### config.mk
export PLATFORM = sky130hd
export DESIGN_NAME = mrhf_top
export DESIGN_NICKNAME = d
export VERILOG_FILES = /design/src/mrhf_pkg.sv /design/src/mrhf_top.sv /design/src/mrhf_fifo.sv
export VERILOG_INCLUDE_DIRS = /design/src
export SDC_FILE = /design/constraint.sdc
export NUM_CORES = 1
export LEC_CHECK = 0
export ABC_AREA = 1
export BUFFER_PORTS_ARGS = -buffer_cell sky130_fd_sc_hd__buf_2
export CELL_PAD_IN_SITES_DETAIL_PLACEMENT = 0
export CELL_PAD_IN_SITES_GLOBAL_PLACEMENT = 1
export CORE_MARGIN = 2
export CORE_UTILIZATION = 38
export CTS_BUF_LIST = sky130_fd_sc_hd__clkbuf_8 sky130_fd_sc_hd__clkbuf_16
export DETAILED_ROUTE_END_ITERATION = 8
export PLACE_DENSITY = 0.69
export SLEW_MARGIN = 25
export SYNTH_ARGS = -nofsm -noshare
export SYNTH_HDL_FRONTEND = slang
export SYNTH_HIERARCHICAL = 1
export SYNTH_SLANG_ARGS = --single-unit
### constraint.sdc
create_clock -name mclk_i -period 7.04 [get_ports mclk_i]
set_input_delay 0.352 -clock mclk_i [delete_from_list [all_inputs] [get_ports mclk_i]]
set_output_delay 0.352 -clock mclk_i [all_outputs]
set_load 0.1 [all_outputs]
### src/mrhf_defs.svh
`ifndef MRHF_DEFS_SVH
`define MRHF_DEFS_SVH

// Register byte offsets on the APB.
`define MRHF_OFF_UC_HASH_HI   12'h000
`define MRHF_OFF_UC_HASH_LO   12'h004
`define MRHF_OFF_MC_HASH_HI   12'h008
`define MRHF_OFF_MC_HASH_LO   12'h00c
`define MRHF_OFF_TX_WMARK     12'h010
`define MRHF_OFF_RAM_BOUND    12'h014
`define MRHF_OFF_RX_START     12'h018
`define MRHF_OFF_RX_RING      12'h01c
`define MRHF_OFF_STN_LOW      12'h020
`define MRHF_OFF_STN_HIGH     12'h024

// Field positions.
`define MRHF_WM_MSB           1
`define MRHF_ADDR_MSB         9
`define MRHF_ADDR_LSB         2
`define MRHF_FIXED_ONE_BIT    10
`define MRHF_STN_HIGH_LSB     16

// Reset and constant values.
`define MRHF_WM_RST           2'h0
`define MRHF_RX_START_RST     8'h40
`define MRHF_RAM_BOUND_VAL    8'hff
`define MRHF_PAUSE_TYPE       16'h8808

// Transmit start thresholds in bytes.
`define MRHF_WM_BYTES_LOW     11'h040
`define MRHF_WM_BYTES_MID     11'h080
`define MRHF_WM_BYTES_HIGH    11'h0c0

// Destination address handling and the FIFO RAM step.
`define MRHF_DA_BYTES         3'h6
`define MRHF_CRC_INIT         32'hffffffff
`define MRHF_CRC_POLY         32'hedb88320
`define MRHF_RAM_STEP         11'h004

`endif

### src/mrhf_pkg.sv
package mrhf_pkg;

    // Filter sequencer states, one-hot.
    typedef enum logic [1:0] {
        MRHF_COLLECT = 2'b01,
        MRHF_RESULT  = 2'b10
    } mrhf_state_t;

    // One filter verdict as it sits in the result FIFO.
    typedef struct packed {
        logic       accept;
        logic       group;
        logic       exact;
        logic [5:0] hash;
    } mrhf_result_t;

endpackage : mrhf_pkg

### src/mrhf_top.sv
`timescale 1ns/1ps
`include "mrhf_defs.svh"
module mrhf_top (
    input  wire logic        mclk_i,
    input  wire logic        rst_i,
    input  wire logic        psel_i,
    input  wire logic        penable_i,
    input  wire logic        pwrite_i,
    input  wire logic [11:0] paddr_i,
    input  wire logic [31:0] pwdata_i,
    input  wire logic [3:0]  pstrb_i,
    output logic [31:0]      prdata_o,
    output logic             pready_o,
    output logic             pslverr_o,
    input  wire logic        da_valid_i,
    input  wire logic        da_sof_i,
    input  wire logic [7:0]  da_byte_i,
    output logic             da_ready_o,
    output logic             res_valid_o,
    output logic             res_accept_o,
    output logic             res_group_o,
    output logic             res_exact_o,
    output logic [5:0]       res_hash_o,
    input  wire logic        res_ready_i,
    input  wire logic [10:0] tx_level_i,
    output logic             tx_start_ok_o,
    output logic [10:0]      tx_fifo_last_o,
    output logic [10:0]      rx_fifo_first_o,
    output logic [10:0]      rx_fifo_last_o,
    output logic [31:0]      rx_ring_base_o
);

    logic [31:0]          unicast_hash_upper_reg;
    logic [31:0]          unicast_hash_lower_reg;
    logic [31:0]          multicast_hash_upper_reg;
    logic [31:0]          multicast_hash_lower_reg;
    logic [1:0]           tx_start_watermark_reg;
    logic [7:0]           rx_fifo_start_reg;
    logic [29:0]          rx_ring_base_reg;
    logic [31:0]          station_address_low_reg;
    logic [15:0]          station_address_high_reg;
    logic [31:0]          prdata_reg;
    logic [31:0]          rd_value;
    logic                 addr_hit;
    logic                 setup_rd;
    logic                 wr_en;
    logic [10:0]          wm_bytes;
    mrhf_pkg::mrhf_state_t state_reg;
    logic [2:0]           byte_cnt_reg;
    logic [31:0]          crc_reg;
    logic [47:0]          da_reg;
    logic                 da_take;
    logic [5:0]           hash_idx;
    logic                 is_group;
    logic                 exact_hit;
    logic                 uc_hit;
    logic                 mc_hit;
    logic                 push_ready;
    mrhf_pkg::mrhf_result_t push_word;

    ////////////////////////////////////////////////////////////////////////
    // Merge write data under the APB byte strobes.
    function automatic logic [31:0] apply_strb(
        input logic [31:0] old_val,
        input logic [31:0] new_val,
        input logic [3:0]  strb
    );
        logic [31:0] result;
        result = old_val;
        for (int i = 0; i < 4; i++)
        begin
            if (strb[i])
            begin
                result[i*8 +: 8] = new_val[i*8 +: 8];
            end
        end
        return result;
    endfunction : apply_strb

    // Pick one bit of a 64-entry table split over two words.
    function automatic logic hash_lookup(
        input logic [31:0] upper,
        input logic [31:0] lower,
        input logic [5:0]  idx
    );
        logic [63:0] table_bits;
        table_bits = {upper, lower};
        return table_bits[idx];
    endfunction : hash_lookup

    // Advance the reflected Ethernet CRC by one byte, low bit first.
    function automatic logic [31:0] crc_byte(
        input logic [31:0] crc_in,
        input logic [7:0]  data
    );
        logic [31:0] c;
        c = crc_in;
        for (int i = 0; i < 8; i++)
        begin
            c = (c[0] ^ data[i]) ? ((c >> 1) ^ `MRHF_CRC_POLY) : (c >> 1);
        end
        return c;
    endfunction : crc_byte

    ////////////////////////////////////////////////////////////////////////
    // APB decode. No wait states; the setup cycle prepares the read data.
    assign pready_o = psel_i & penable_i;
    assign setup_rd = psel_i & ~penable_i & ~pwrite_i;
    assign wr_en    = psel_i & penable_i & pwrite_i & addr_hit;
    assign pslverr_o = psel_i & penable_i & ~addr_hit;
    assign prdata_o = prdata_reg;

    // Read multiplexer; reserved bits come back as zero.
    always_comb
    begin
        addr_hit = 1'b1;
        rd_value = 32'h00000000;
        unique case (paddr_i)
            `MRHF_OFF_UC_HASH_HI: rd_value = unicast_hash_upper_reg;
            `MRHF_OFF_UC_HASH_LO: rd_value = unicast_hash_lower_reg;
            `MRHF_OFF_MC_HASH_HI: rd_value = multicast_hash_upper_reg;
            `MRHF_OFF_MC_HASH_LO: rd_value = multicast_hash_lower_reg;
            `MRHF_OFF_TX_WMARK:
                rd_value[`MRHF_WM_MSB:0] = tx_start_watermark_reg;
            `MRHF_OFF_RAM_BOUND:
            begin
                rd_value[`MRHF_ADDR_MSB:`MRHF_ADDR_LSB] =
                    `MRHF_RAM_BOUND_VAL;
                rd_value[`MRHF_FIXED_ONE_BIT] = 1'b1;
            end
            `MRHF_OFF_RX_START:
            begin
                rd_value[`MRHF_ADDR_MSB:`MRHF_ADDR_LSB] = rx_fifo_start_reg;
                rd_value[`MRHF_FIXED_ONE_BIT] = 1'b1;
            end
            `MRHF_OFF_RX_RING:    rd_value = {rx_ring_base_reg, 2'b00};
            `MRHF_OFF_STN_LOW:    rd_value = station_address_low_reg;
            `MRHF_OFF_STN_HIGH:
                rd_value = {station_address_high_reg, `MRHF_PAUSE_TYPE};
            default:              addr_hit = 1'b0;
        endcase
    end

    // Read data is captured in the setup cycle and held through access.
    always_ff @(posedge mclk_i or posedge rst_i)
    begin
        if (rst_i)
        begin
            prdata_reg <= 32'h00000000;
        end
        else if (setup_rd)
        begin
            prdata_reg <= rd_value;
        end
    end

    ////////////////////////////////////////////////////////////////////////
    // Tables, ring base and station address are unreset: X until written.
    always_ff @(posedge mclk_i)
    begin
        if (wr_en && paddr_i == `MRHF_OFF_UC_HASH_HI)
        begin
            unicast_hash_upper_reg <= apply_strb(unicast_hash_upper_reg,
                                                 pwdata_i, pstrb_i);
        end
        if (wr_en && paddr_i == `MRHF_OFF_UC_HASH_LO)
        begin
            unicast_hash_lower_reg <= apply_strb(unicast_hash_lower_reg,
                                                 pwdata_i, pstrb_i);
        end
        if (wr_en && paddr_i == `MRHF_OFF_MC_HASH_HI)
        begin
            multicast_hash_upper_reg <= apply_strb(multicast_hash_upper_reg,
                                                   pwdata_i, pstrb_i);
        end
        if (wr_en && paddr_i == `MRHF_OFF_MC_HASH_LO)
        begin
            multicast_hash_lower_reg <= apply_strb(multicast_hash_lower_reg,
                                                   pwdata_i, pstrb_i);
        end
    end

    // Ring base keeps bits 31 to 2; the low two bits are dropped.
    always_ff @(posedge mclk_i)
    begin
        if (wr_en && paddr_i == `MRHF_OFF_RX_RING)
        begin
            rx_ring_base_reg <= 30'(apply_strb({rx_ring_base_reg, 2'b00},
                                           pwdata_i, pstrb_i) >> 2);
        end
    end

    // Station address for the exact match; the type field is constant.
    always_ff @(posedge mclk_i)
    begin
        if (wr_en && paddr_i == `MRHF_OFF_STN_LOW)
        begin
            station_address_low_reg <= apply_strb(station_address_low_reg,
                                                  pwdata_i, pstrb_i);
        end
        if (wr_en && paddr_i == `MRHF_OFF_STN_HIGH)
        begin
            station_address_high_reg <= 16'(apply_strb(
                {station_address_high_reg, 16'h0000}, pwdata_i,
                pstrb_i) >> `MRHF_STN_HIGH_LSB);
        end
    end

    // Watermark and receive start have reset values.
    always_ff @(posedge mclk_i or posedge rst_i)
    begin
        if (rst_i)
        begin
            tx_start_watermark_reg <= `MRHF_WM_RST;
            rx_fifo_start_reg      <= `MRHF_RX_START_RST;
        end
        else
        begin
            if (wr_en && paddr_i == `MRHF_OFF_TX_WMARK && pstrb_i[0])
            begin
                tx_start_watermark_reg <= pwdata_i[`MRHF_WM_MSB:0];
            end
            // Only the address field is stored; bit 10 is wired high.
            if (wr_en && paddr_i == `MRHF_OFF_RX_START && pstrb_i[0] &&
                pstrb_i[1])
            begin
                rx_fifo_start_reg <=
                    pwdata_i[`MRHF_ADDR_MSB:`MRHF_ADDR_LSB];
            end
        end
    end

    ////////////////////////////////////////////////////////////////////////
    // Start threshold; a deeper one trades latency for underrun margin.
    always_comb
    begin
        unique case (tx_start_watermark_reg)
            2'h2:    wm_bytes = `MRHF_WM_BYTES_MID;
            2'h3:    wm_bytes = `MRHF_WM_BYTES_HIGH;
            default: wm_bytes = `MRHF_WM_BYTES_LOW;
        endcase
    end
    assign tx_start_ok_o = (tx_level_i >= wm_bytes);

    // FIFO RAM partition; bit 10 is always set in both receive bound addresses.
    assign rx_fifo_first_o = {1'b1, rx_fifo_start_reg, 2'b00};
    assign tx_fifo_last_o  = rx_fifo_first_o - `MRHF_RAM_STEP;
    assign rx_fifo_last_o  = {1'b1, `MRHF_RAM_BOUND_VAL, 2'b00};
    assign rx_ring_base_o  = {rx_ring_base_reg, 2'b00};

    ////////////////////////////////////////////////////////////////////////
    // Address collector; input stalls while a verdict waits for FIFO room.
    assign da_ready_o = (state_reg == mrhf_pkg::MRHF_COLLECT);
    assign da_take    = da_valid_i & da_ready_o;

    always_ff @(posedge mclk_i or posedge rst_i)
    begin
        if (rst_i)
        begin
            state_reg    <= mrhf_pkg::MRHF_COLLECT;
            byte_cnt_reg <= 3'h0;
        end
        else
        begin
            unique case (state_reg)
                mrhf_pkg::MRHF_COLLECT:
                begin
                    if (da_take)
                    begin
                        if (da_sof_i)
                        begin
                            byte_cnt_reg <= 3'h1;
                        end
                        else if (byte_cnt_reg == `MRHF_DA_BYTES - 3'h1)
                        begin
                            byte_cnt_reg <= 3'h0;
                            state_reg    <= mrhf_pkg::MRHF_RESULT;
                        end
                        else
                        begin
                            byte_cnt_reg <= byte_cnt_reg + 3'h1;
                        end
                    end
                end
                mrhf_pkg::MRHF_RESULT:
                begin
                    if (push_ready)
                    begin
                        state_reg <= mrhf_pkg::MRHF_COLLECT;
                    end
                end
            endcase
        end
    end

    // CRC and address shift; a start byte restarts the CRC, the address register just shifts it in.
    always_ff @(posedge mclk_i or posedge rst_i)
    begin
        if (rst_i)
        begin
            crc_reg <= `MRHF_CRC_INIT;
            da_reg  <= 48'h000000000000;
        end
        else if (da_take)
        begin
            crc_reg <= crc_byte(da_sof_i ? `MRHF_CRC_INIT : crc_reg,
                                da_byte_i);
            da_reg  <= {da_reg[39:0], da_byte_i};
        end
    end

    // Verdict. First address byte low bit marks a group address.
    assign hash_idx  = crc_reg[31:26];
    assign is_group  = da_reg[40];
    assign exact_hit = (da_reg == {station_address_low_reg,
                                   station_address_high_reg});
    assign uc_hit    = hash_lookup(unicast_hash_upper_reg,
                                   unicast_hash_lower_reg,
                                   hash_idx);
    assign mc_hit    = hash_lookup(multicast_hash_upper_reg,
                                   multicast_hash_lower_reg,
                                   hash_idx);

    always_comb
    begin
        push_word.accept = is_group ? mc_hit : (exact_hit | uc_hit);
        push_word.group  = is_group;
        push_word.exact  = exact_hit & ~is_group;
        push_word.hash   = hash_idx;
    end

    ////////////////////////////////////////////////////////////////////////
    // Verdicts queue here so the consumer may lag by up to four frames.
    mrhf_fifo #(
        .WIDTH ($bits(mrhf_pkg::mrhf_result_t)),
        .DEPTH (4)
    ) u_result_fifo (
        .clk_i       (mclk_i),
        .rst_i       (rst_i),
        .in_valid_i  (state_reg == mrhf_pkg::MRHF_RESULT),
        .in_data_i   (push_word),
        .in_ready_o  (push_ready),
        .out_valid_o (res_valid_o),
        .out_data_o  ({res_accept_o, res_group_o, res_exact_o, res_hash_o}),
        .out_ready_i (res_ready_i)
    );

endmodule : mrhf_top

### src/mrhf_fifo.sv
`timescale 1ns/1ps
module mrhf_fifo #(
    parameter int WIDTH = 9,
    parameter int DEPTH = 4
) (
    input  wire logic             clk_i,
    input  wire logic             rst_i,
    input  wire logic             in_valid_i,
    input  wire logic [WIDTH-1:0] in_data_i,
    output logic                  in_ready_o,
    output logic                  out_valid_o,
    output logic [WIDTH-1:0]      out_data_o,
    input  wire logic             out_ready_i
);

    localparam int AW = $clog2(DEPTH);

    logic [WIDTH-1:0] mem_reg [DEPTH];
    logic [AW-1:0]    wr_ptr_reg;
    logic [AW-1:0]    rd_ptr_reg;
    logic [AW:0]      count_reg;
    logic             push;
    logic             pop;

    ////////////////////////////////////////////////////////////////////////
    // Flags come straight from the occupancy count.
    assign in_ready_o  = (count_reg != (AW+1)'(DEPTH));
    assign out_valid_o = (count_reg != '0);
    assign push        = in_valid_i & in_ready_o;
    assign pop         = out_valid_o & out_ready_i;
    assign out_data_o  = mem_reg[rd_ptr_reg];

    // Storage needs no reset; only the count and pointers decide what is valid.
    always_ff @(posedge clk_i)
    begin
        if (push)
        begin
            mem_reg[wr_ptr_reg] <= in_data_i;
        end
    end

    // Pointers wrap at the depth, so non power of two depths also work.
    always_ff @(posedge clk_i or posedge rst_i)
    begin
        if (rst_i)
        begin
            wr_ptr_reg <= '0;
            rd_ptr_reg <= '0;
        end
        else
        begin
            if (push)
            begin
                wr_ptr_reg <= (wr_ptr_reg == AW'(DEPTH-1)) ? '0 :
                              wr_ptr_reg + 1'b1;
            end
            if (pop)
            begin
                rd_ptr_reg <= (rd_ptr_reg == AW'(DEPTH-1)) ? '0 :
                              rd_ptr_reg + 1'b1;
            end
        end
    end

    // Occupancy follows push and pop together.
    always_ff @(posedge clk_i or posedge rst_i)
    begin
        if (rst_i)
        begin
            count_reg <= '0;
        end
        else if (push && !pop)
        begin
            count_reg <= count_reg + 1'b1;
        end
        else if (pop && !push)
        begin
            count_reg <= count_reg - 1'b1;
        end
    end

endmodule : mrhf_fifo

; ---- Word level (Yosys, flattened, before mapping)
; Memory sizes are Yosys's and may differ from the RTL's.
; Cells that the tools add are included.
[totals]
ramBits = 36
elab_cells = 178
romBits = 0
ff_bits = 340
memories = 1
latch_bits = 0
in_bits = 75
[op_classes]
div_mod_pow = 0
order_cmp = 2
addsub = 6
reduce_logical = 48
n_mux = 32
n_bitwise = 31
n_shift = 0
multipliers = 0
n_eq_ne = 22
[memory_table]
columns = name, depth, width, rd, rd_clocked_by_memory_dff, wr, line
row1 = u_result_fifo.mem_reg, 4, 9, 1, 0, 1, mrhf_fifo.sv:18  ; logic [WIDTH-1:0] mem_reg [DEPTH];
[ops]
columns = op, count
row1 = 2-to-1 mux 32 bit, 9
row2 = one-hot mux 21 bit (7 select lines), 1
row3 = inverter 13 -> 14 bit, 8
row4 = one-hot mux 9 bit (9 select lines), 1
row5 = AND reduction 2 bit, 27
row6 = equality test 12 x 5 -> 1 bit (second input constant), 4
row7 = equality test 48 bit, 1
row8 = equality test 12 x 4 -> 1 bit (second input constant), 2
row9 = equality test 12 x 6 -> 1 bit (second input constant), 2
row10 = one-hot mux 8 bit (2 select lines), 1
row11 = logical AND 1 bit, 14
row12 = binary-select mux 1 bit (select 6 bit), 2
row13 = equality test 12 x 3 -> 1 bit (second input constant), 1
row14 = logical NOT 12 bit, 1
row15 = 2-to-1 mux 2 bit, 6
row16 = 2-to-1 mux 3 bit, 4
row17 = one-hot mux 2 bit (6 select lines), 1
row18 = greater-or-equal comparator 11 bit, 1
row19 = subtractor 11 x 3 -> 11 bit (second input constant), 1
row20 = bitwise AND 1 bit, 10
row21 = equality test 2 bit (second input constant), 5
row22 = OR reduction 10 bit, 1
row23 = bitwise XOR 1 bit, 8
row24 = < comparator 6 x 7 -> 1 bit (second input constant), 1
row25 = other kinds (16), 29

; ---- Longest topological paths before layout
[logic_depth]
depth_word = 17
mapped_depth = 14

; ---- By module
; Netlist, hierarchy kept.
[by_module_without_submodules]
columns = module, area_per_inst_um2, cells_each, n_inst, seq_area_each_um2
row1 = mrhf_top, 16437.0, 1824, 1, 9406.5
row2 = mrhf_fifo, 1986.9, 164, 1, 1256.2

; ---- Least setup slack after synthesis
; OpenSTA, ideal clock, no wires.
[synth_timing]
kind = register to output
start = register rx_fifo_start_reg[0]
end = output tx_fifo_last_o[8]
path_slack_ps = 3055
t_arrival_ps = 3633
stages_incl_launch_ff = 5
n_path_buf = 0
path_cell_list = dfrtp_1 > inv_1 > ha_1 > nand3_1 > xor2_1
[synth_via]
elab_chain_cells = 1
[synth_lines]
columns = item, line
row1 = from (decl), mrhf_top.sv:38  ; logic [7:0] rx_fifo_start_reg;
row2 = from (signal assigned), mrhf_top.sv:215  ; rx_fifo_start_reg <= `MRHF_RX_START_RST;
row3 = from (signal assigned), mrhf_top.sv:227  ; rx_fifo_start_reg <=
row4 = subtractor 11 x 3 -> 11 bit (no line), --
row5 = to (decl), mrhf_top.sv:27  ; output logic [10:0] tx_fifo_last_o,
; No other way between the ends.

==> flow_metrics.tcl <==
set metrics [dict create \
    holdPathStages 1 \
    synth_cell_types 58 \
    initial_core_util_pct 38.51 \
    crit_family "simple AND/OR/NAND/NOR gates" \
    min_path_type "primary input to flop" \
    max-slew-margin-rel_pct 27.60 \
    crit_path_max_incr_delay_ns 1.07 \
    intPower_mw 4.808 \
    synthTopCellsByArea "edfxtp_1 (39%), dfrtp_1 (14%), nand2_1 (13%)" \
    p_clk_share_pct 29.4 \
    arrival_ns 3.84 \
    die_h_um 224.2 \
    avgRoutedWirePerCell_um 21.45 \
    drc 0 \
    dr.pass1.iters 6 \
    clk_pin_slew_worst_paths_ns 0.06 \
    tns_ns 0 \
    clock-sinks 376 \
    synth_area_leader_cell "edfxtp_1" \
    hold_viol 0 \
    syn_area_sq_um 18420 \
    stdcell_count 2788 \
    met3_length_mm 4.634 \
    areaGrowthSynthToFinish_pct 14.93 \
    slowest_stage "dfstp_2" \
    fin_crit_ns 3.569 \
    postSynthAreaPerCell_sq_um 9.268 \
    r2r-start "crc_reg[28]$_DFFE_PP1P_" \
    clock_tree.buffer_depth 3 \
    synth_warnings 6 \
    clock.fmax_mhz 280.2 \
    antennaDiodeCount 0 \
    grt_pass1_vias 14020 \
    numPortBuffers 167 \
    combPwrFrac_pct 30.8 \
    syn_inst 1988 \
    crit_chain "clkinv_1, nand3_1, nand2_1, nand2_1, nand3_1, nand3_1, nand3_1, nand2_1, nand2_1" \
    yosysSeqAreaShare_pct 57.87 \
    grt_pass1_wl_mm 88.31 \
    tightest_slew_ns 1.086 \
    final_max_slew_viol_count 0 \
    seqPwrFrac_pct 39.9 \
    vias 14491 \
    cts.htree.levels 2 \
    row_count 80 \
    path_class "flop to flop" \
    grt_start_max_net_pins 100 \
    cp-startpoint "crc_reg[28]$_DFFE_PP1P_" \
    ys_seq_elements 376 \
    top_layer "met4" \
    cp.required_ns 7.31 \
    rsz0062_at_grt "no" \
    ff2ff_path_depth 9 \
    switchingPower_mw 2.979 \
    status "complete, no violations" \
    finClkSkew_ns 0.01571 \
    worstPathMaxFanout 22 \
    cts_tree "done" \
    stdcell_area_sq_um 21170 \
    synth-edff-count 242 \
    hpwl_mm 42.00 \
    postRouteAntennaNets 0 \
    synth_top_area_share_pct 39.44 \
    yosysMostFrequentCell "nand2_1" \
    dieArea_sq_um 50260 \
    vdd_drop_max_v 0.0001557 \
    cp.depth 9 \
    grt-ovfl-total 0 \
    gr-usage-all-layers_pct 23.75 \
    async_flop_share_pct 35.64 \
    clock_latency_ns 0.58 \
    ys_top_cells_by_count "nand2_1 (645), edfxtp_1 (242), nand3_1 (182), inv_1 (181), o21ai_0 (131)" \
    period_share_pct 50.70 \
    startpoint_type "flop" \
    wl_met1_mm 25.69 \
    drive_gt1_share_pct 16.84 \
    wl_met2_mm 27.81 \
    drt_iter0_markers 1606 \
    antenna_found_initial 0 \
    drv_cap 0 \
    power_density_nw_per_um2 367.8 \
    cts_made_buffers 42 \
    core_area_sq_um 47850 \
    power_mw 7.788 \
    dpl.cell_count 2709 \
    crit_buf_inv 1 \
    largest_register_ffs 48 \
    boundaryPins 186 \
    leakagePower_nw 9.240 \
    drt-total-wl_mm 59.81 \
    viasPerCell 5.198 \
    placed_cell_area_sq_um 19710 \
    synth-main-ff-cell "edfxtp_1" \
    cp-end-kind "flop" \
    cts-root-buf "clkbuf_16" \
    swShare_pct 38.26 \
    finalSetupViolations 0 \
    holdCritStartpoint "pwdata_i[15]" \
    gp_congestion 0.9052 \
    nets 2224 \
    die_w_um 224.2 \
]
## through the flow
stage,utilization (%),setup WS [ns],hold WS (ns)
floorplan,-,3.055,0.1554
global placement,41.20,3.381,0.3512
detailed placement,41.20,3.304,0.3557
CTS,44.25,3.512,0.03503
global route,44.25,3.161,0.05443
finish,44.25,3.471,0.05502
## worst register-to-register path, delay by kind of cell, from the launching register on
| family | cells | cell delay (ns) |
|---|---|---|
| and+or+nand+nor | 8 | 1.17 |
| DFF | 1 | 1.07 |
| buffers and inverters | 1 | 1.04 |
## power groups by stage
stage	Sequential [mW]	Clock (mW)	Combinational [mW]
floorplan	2.96	0	1.93
global placement	3.13	0	2.36
detailed placement	3.14	0	2.40
CTS	3.11	2.32	2.40
global route	3.14	2.41	2.67
finish	3.11	2.29	2.40
## layer usage
| layer | track usage, % | up-vias |
|---|---|---|
| li1 | - | 6819 |
| met1 | 32.38 | 6993 |
| met2 | 38.35 | 575 |
| met3 | 4.368 | 104 |
| met4 | 7.819 | 0 |
| met5 | 0 | - |
## placed cells by master, fill, tap and decap left out, types with 9 or more instances in the layout
master	count
nand3_1	182
o21ai_0	131
ha_1	9
buf_4	14
xnor2_1	25
nand4_1	33
conb_1	18
xor2_1	37
a21oi_1	34
dfstp_2	34
buf_2	167
o211ai_1	12
dfrtp_1	100
o211ai_2	10
nand2_2	18
nand2_1	645
nor2_1	103
inv_2	10
clkbuf_16	44
inv_1	187
edfxtp_1	242
## layout make-up
| class | instances | area [sq um] |
|---|---|---|
| Clock inverter | 27 | 252.7 |
| Timing Repair Buffer | 182 | 950.9 |
| Multi-Input combinational cell | 1344 | 6611 |
| Inverter | 193 | 729.5 |
| Tap cell | 615 | 769.5 |
| Clock buffer | 51 | 1197 |
| Fill cell | 4704 | 26670 |
| Sequential cell | 376 | 10660 |
## final timing paths
check | end | slack, ns
setup / recovery | u_result_fifo/mem_reg[1][8]$_DFFE_PP_ | 3.47
hold / removal | station_address_low_reg[15]$_DFFE_PP_ | 0.06
setup reg to reg | u_result_fifo/mem_reg[1][8]$_DFFE_PP_ | 3.47
hold reg to reg | crc_reg[25]$_DFFE_PP1P_ | 0.47
max in group asynchronous | da_reg[15]$_DFFE_PP0P_ | 5.34
min in group asynchronous | u_result_fifo/count_reg[2]$_DFFE_PP0P_ | 0.32
## cells by family (layout without fill, tap and decap cells)
kind of cell	count (synthesis)	count (layout)	share of synthesized area (%)
adder cells (fa/ha/maj)	10	10	0.7199
XOR/XNOR	72	72	3.891
AO/OA/AOI/OAI	213	213	6.621
flip-flops	376	376	57.87
multiplexers	2	2	0.1222
AND/OR/NAND/NOR	1029	1029	24.14
other	2	18	0.04076
buffers and inverters	284	453	6.594
## what timing repair did
item / 4_1_cts / 5_1_grt
setup buffers: 0 / 0
resized for setup: 0 / 0
hold buffers: 1 / 0
hold endpoints to repair: 36 / 0
setup endpoints to repair: 0 / 0
Power figures use the tool's default switching activity.
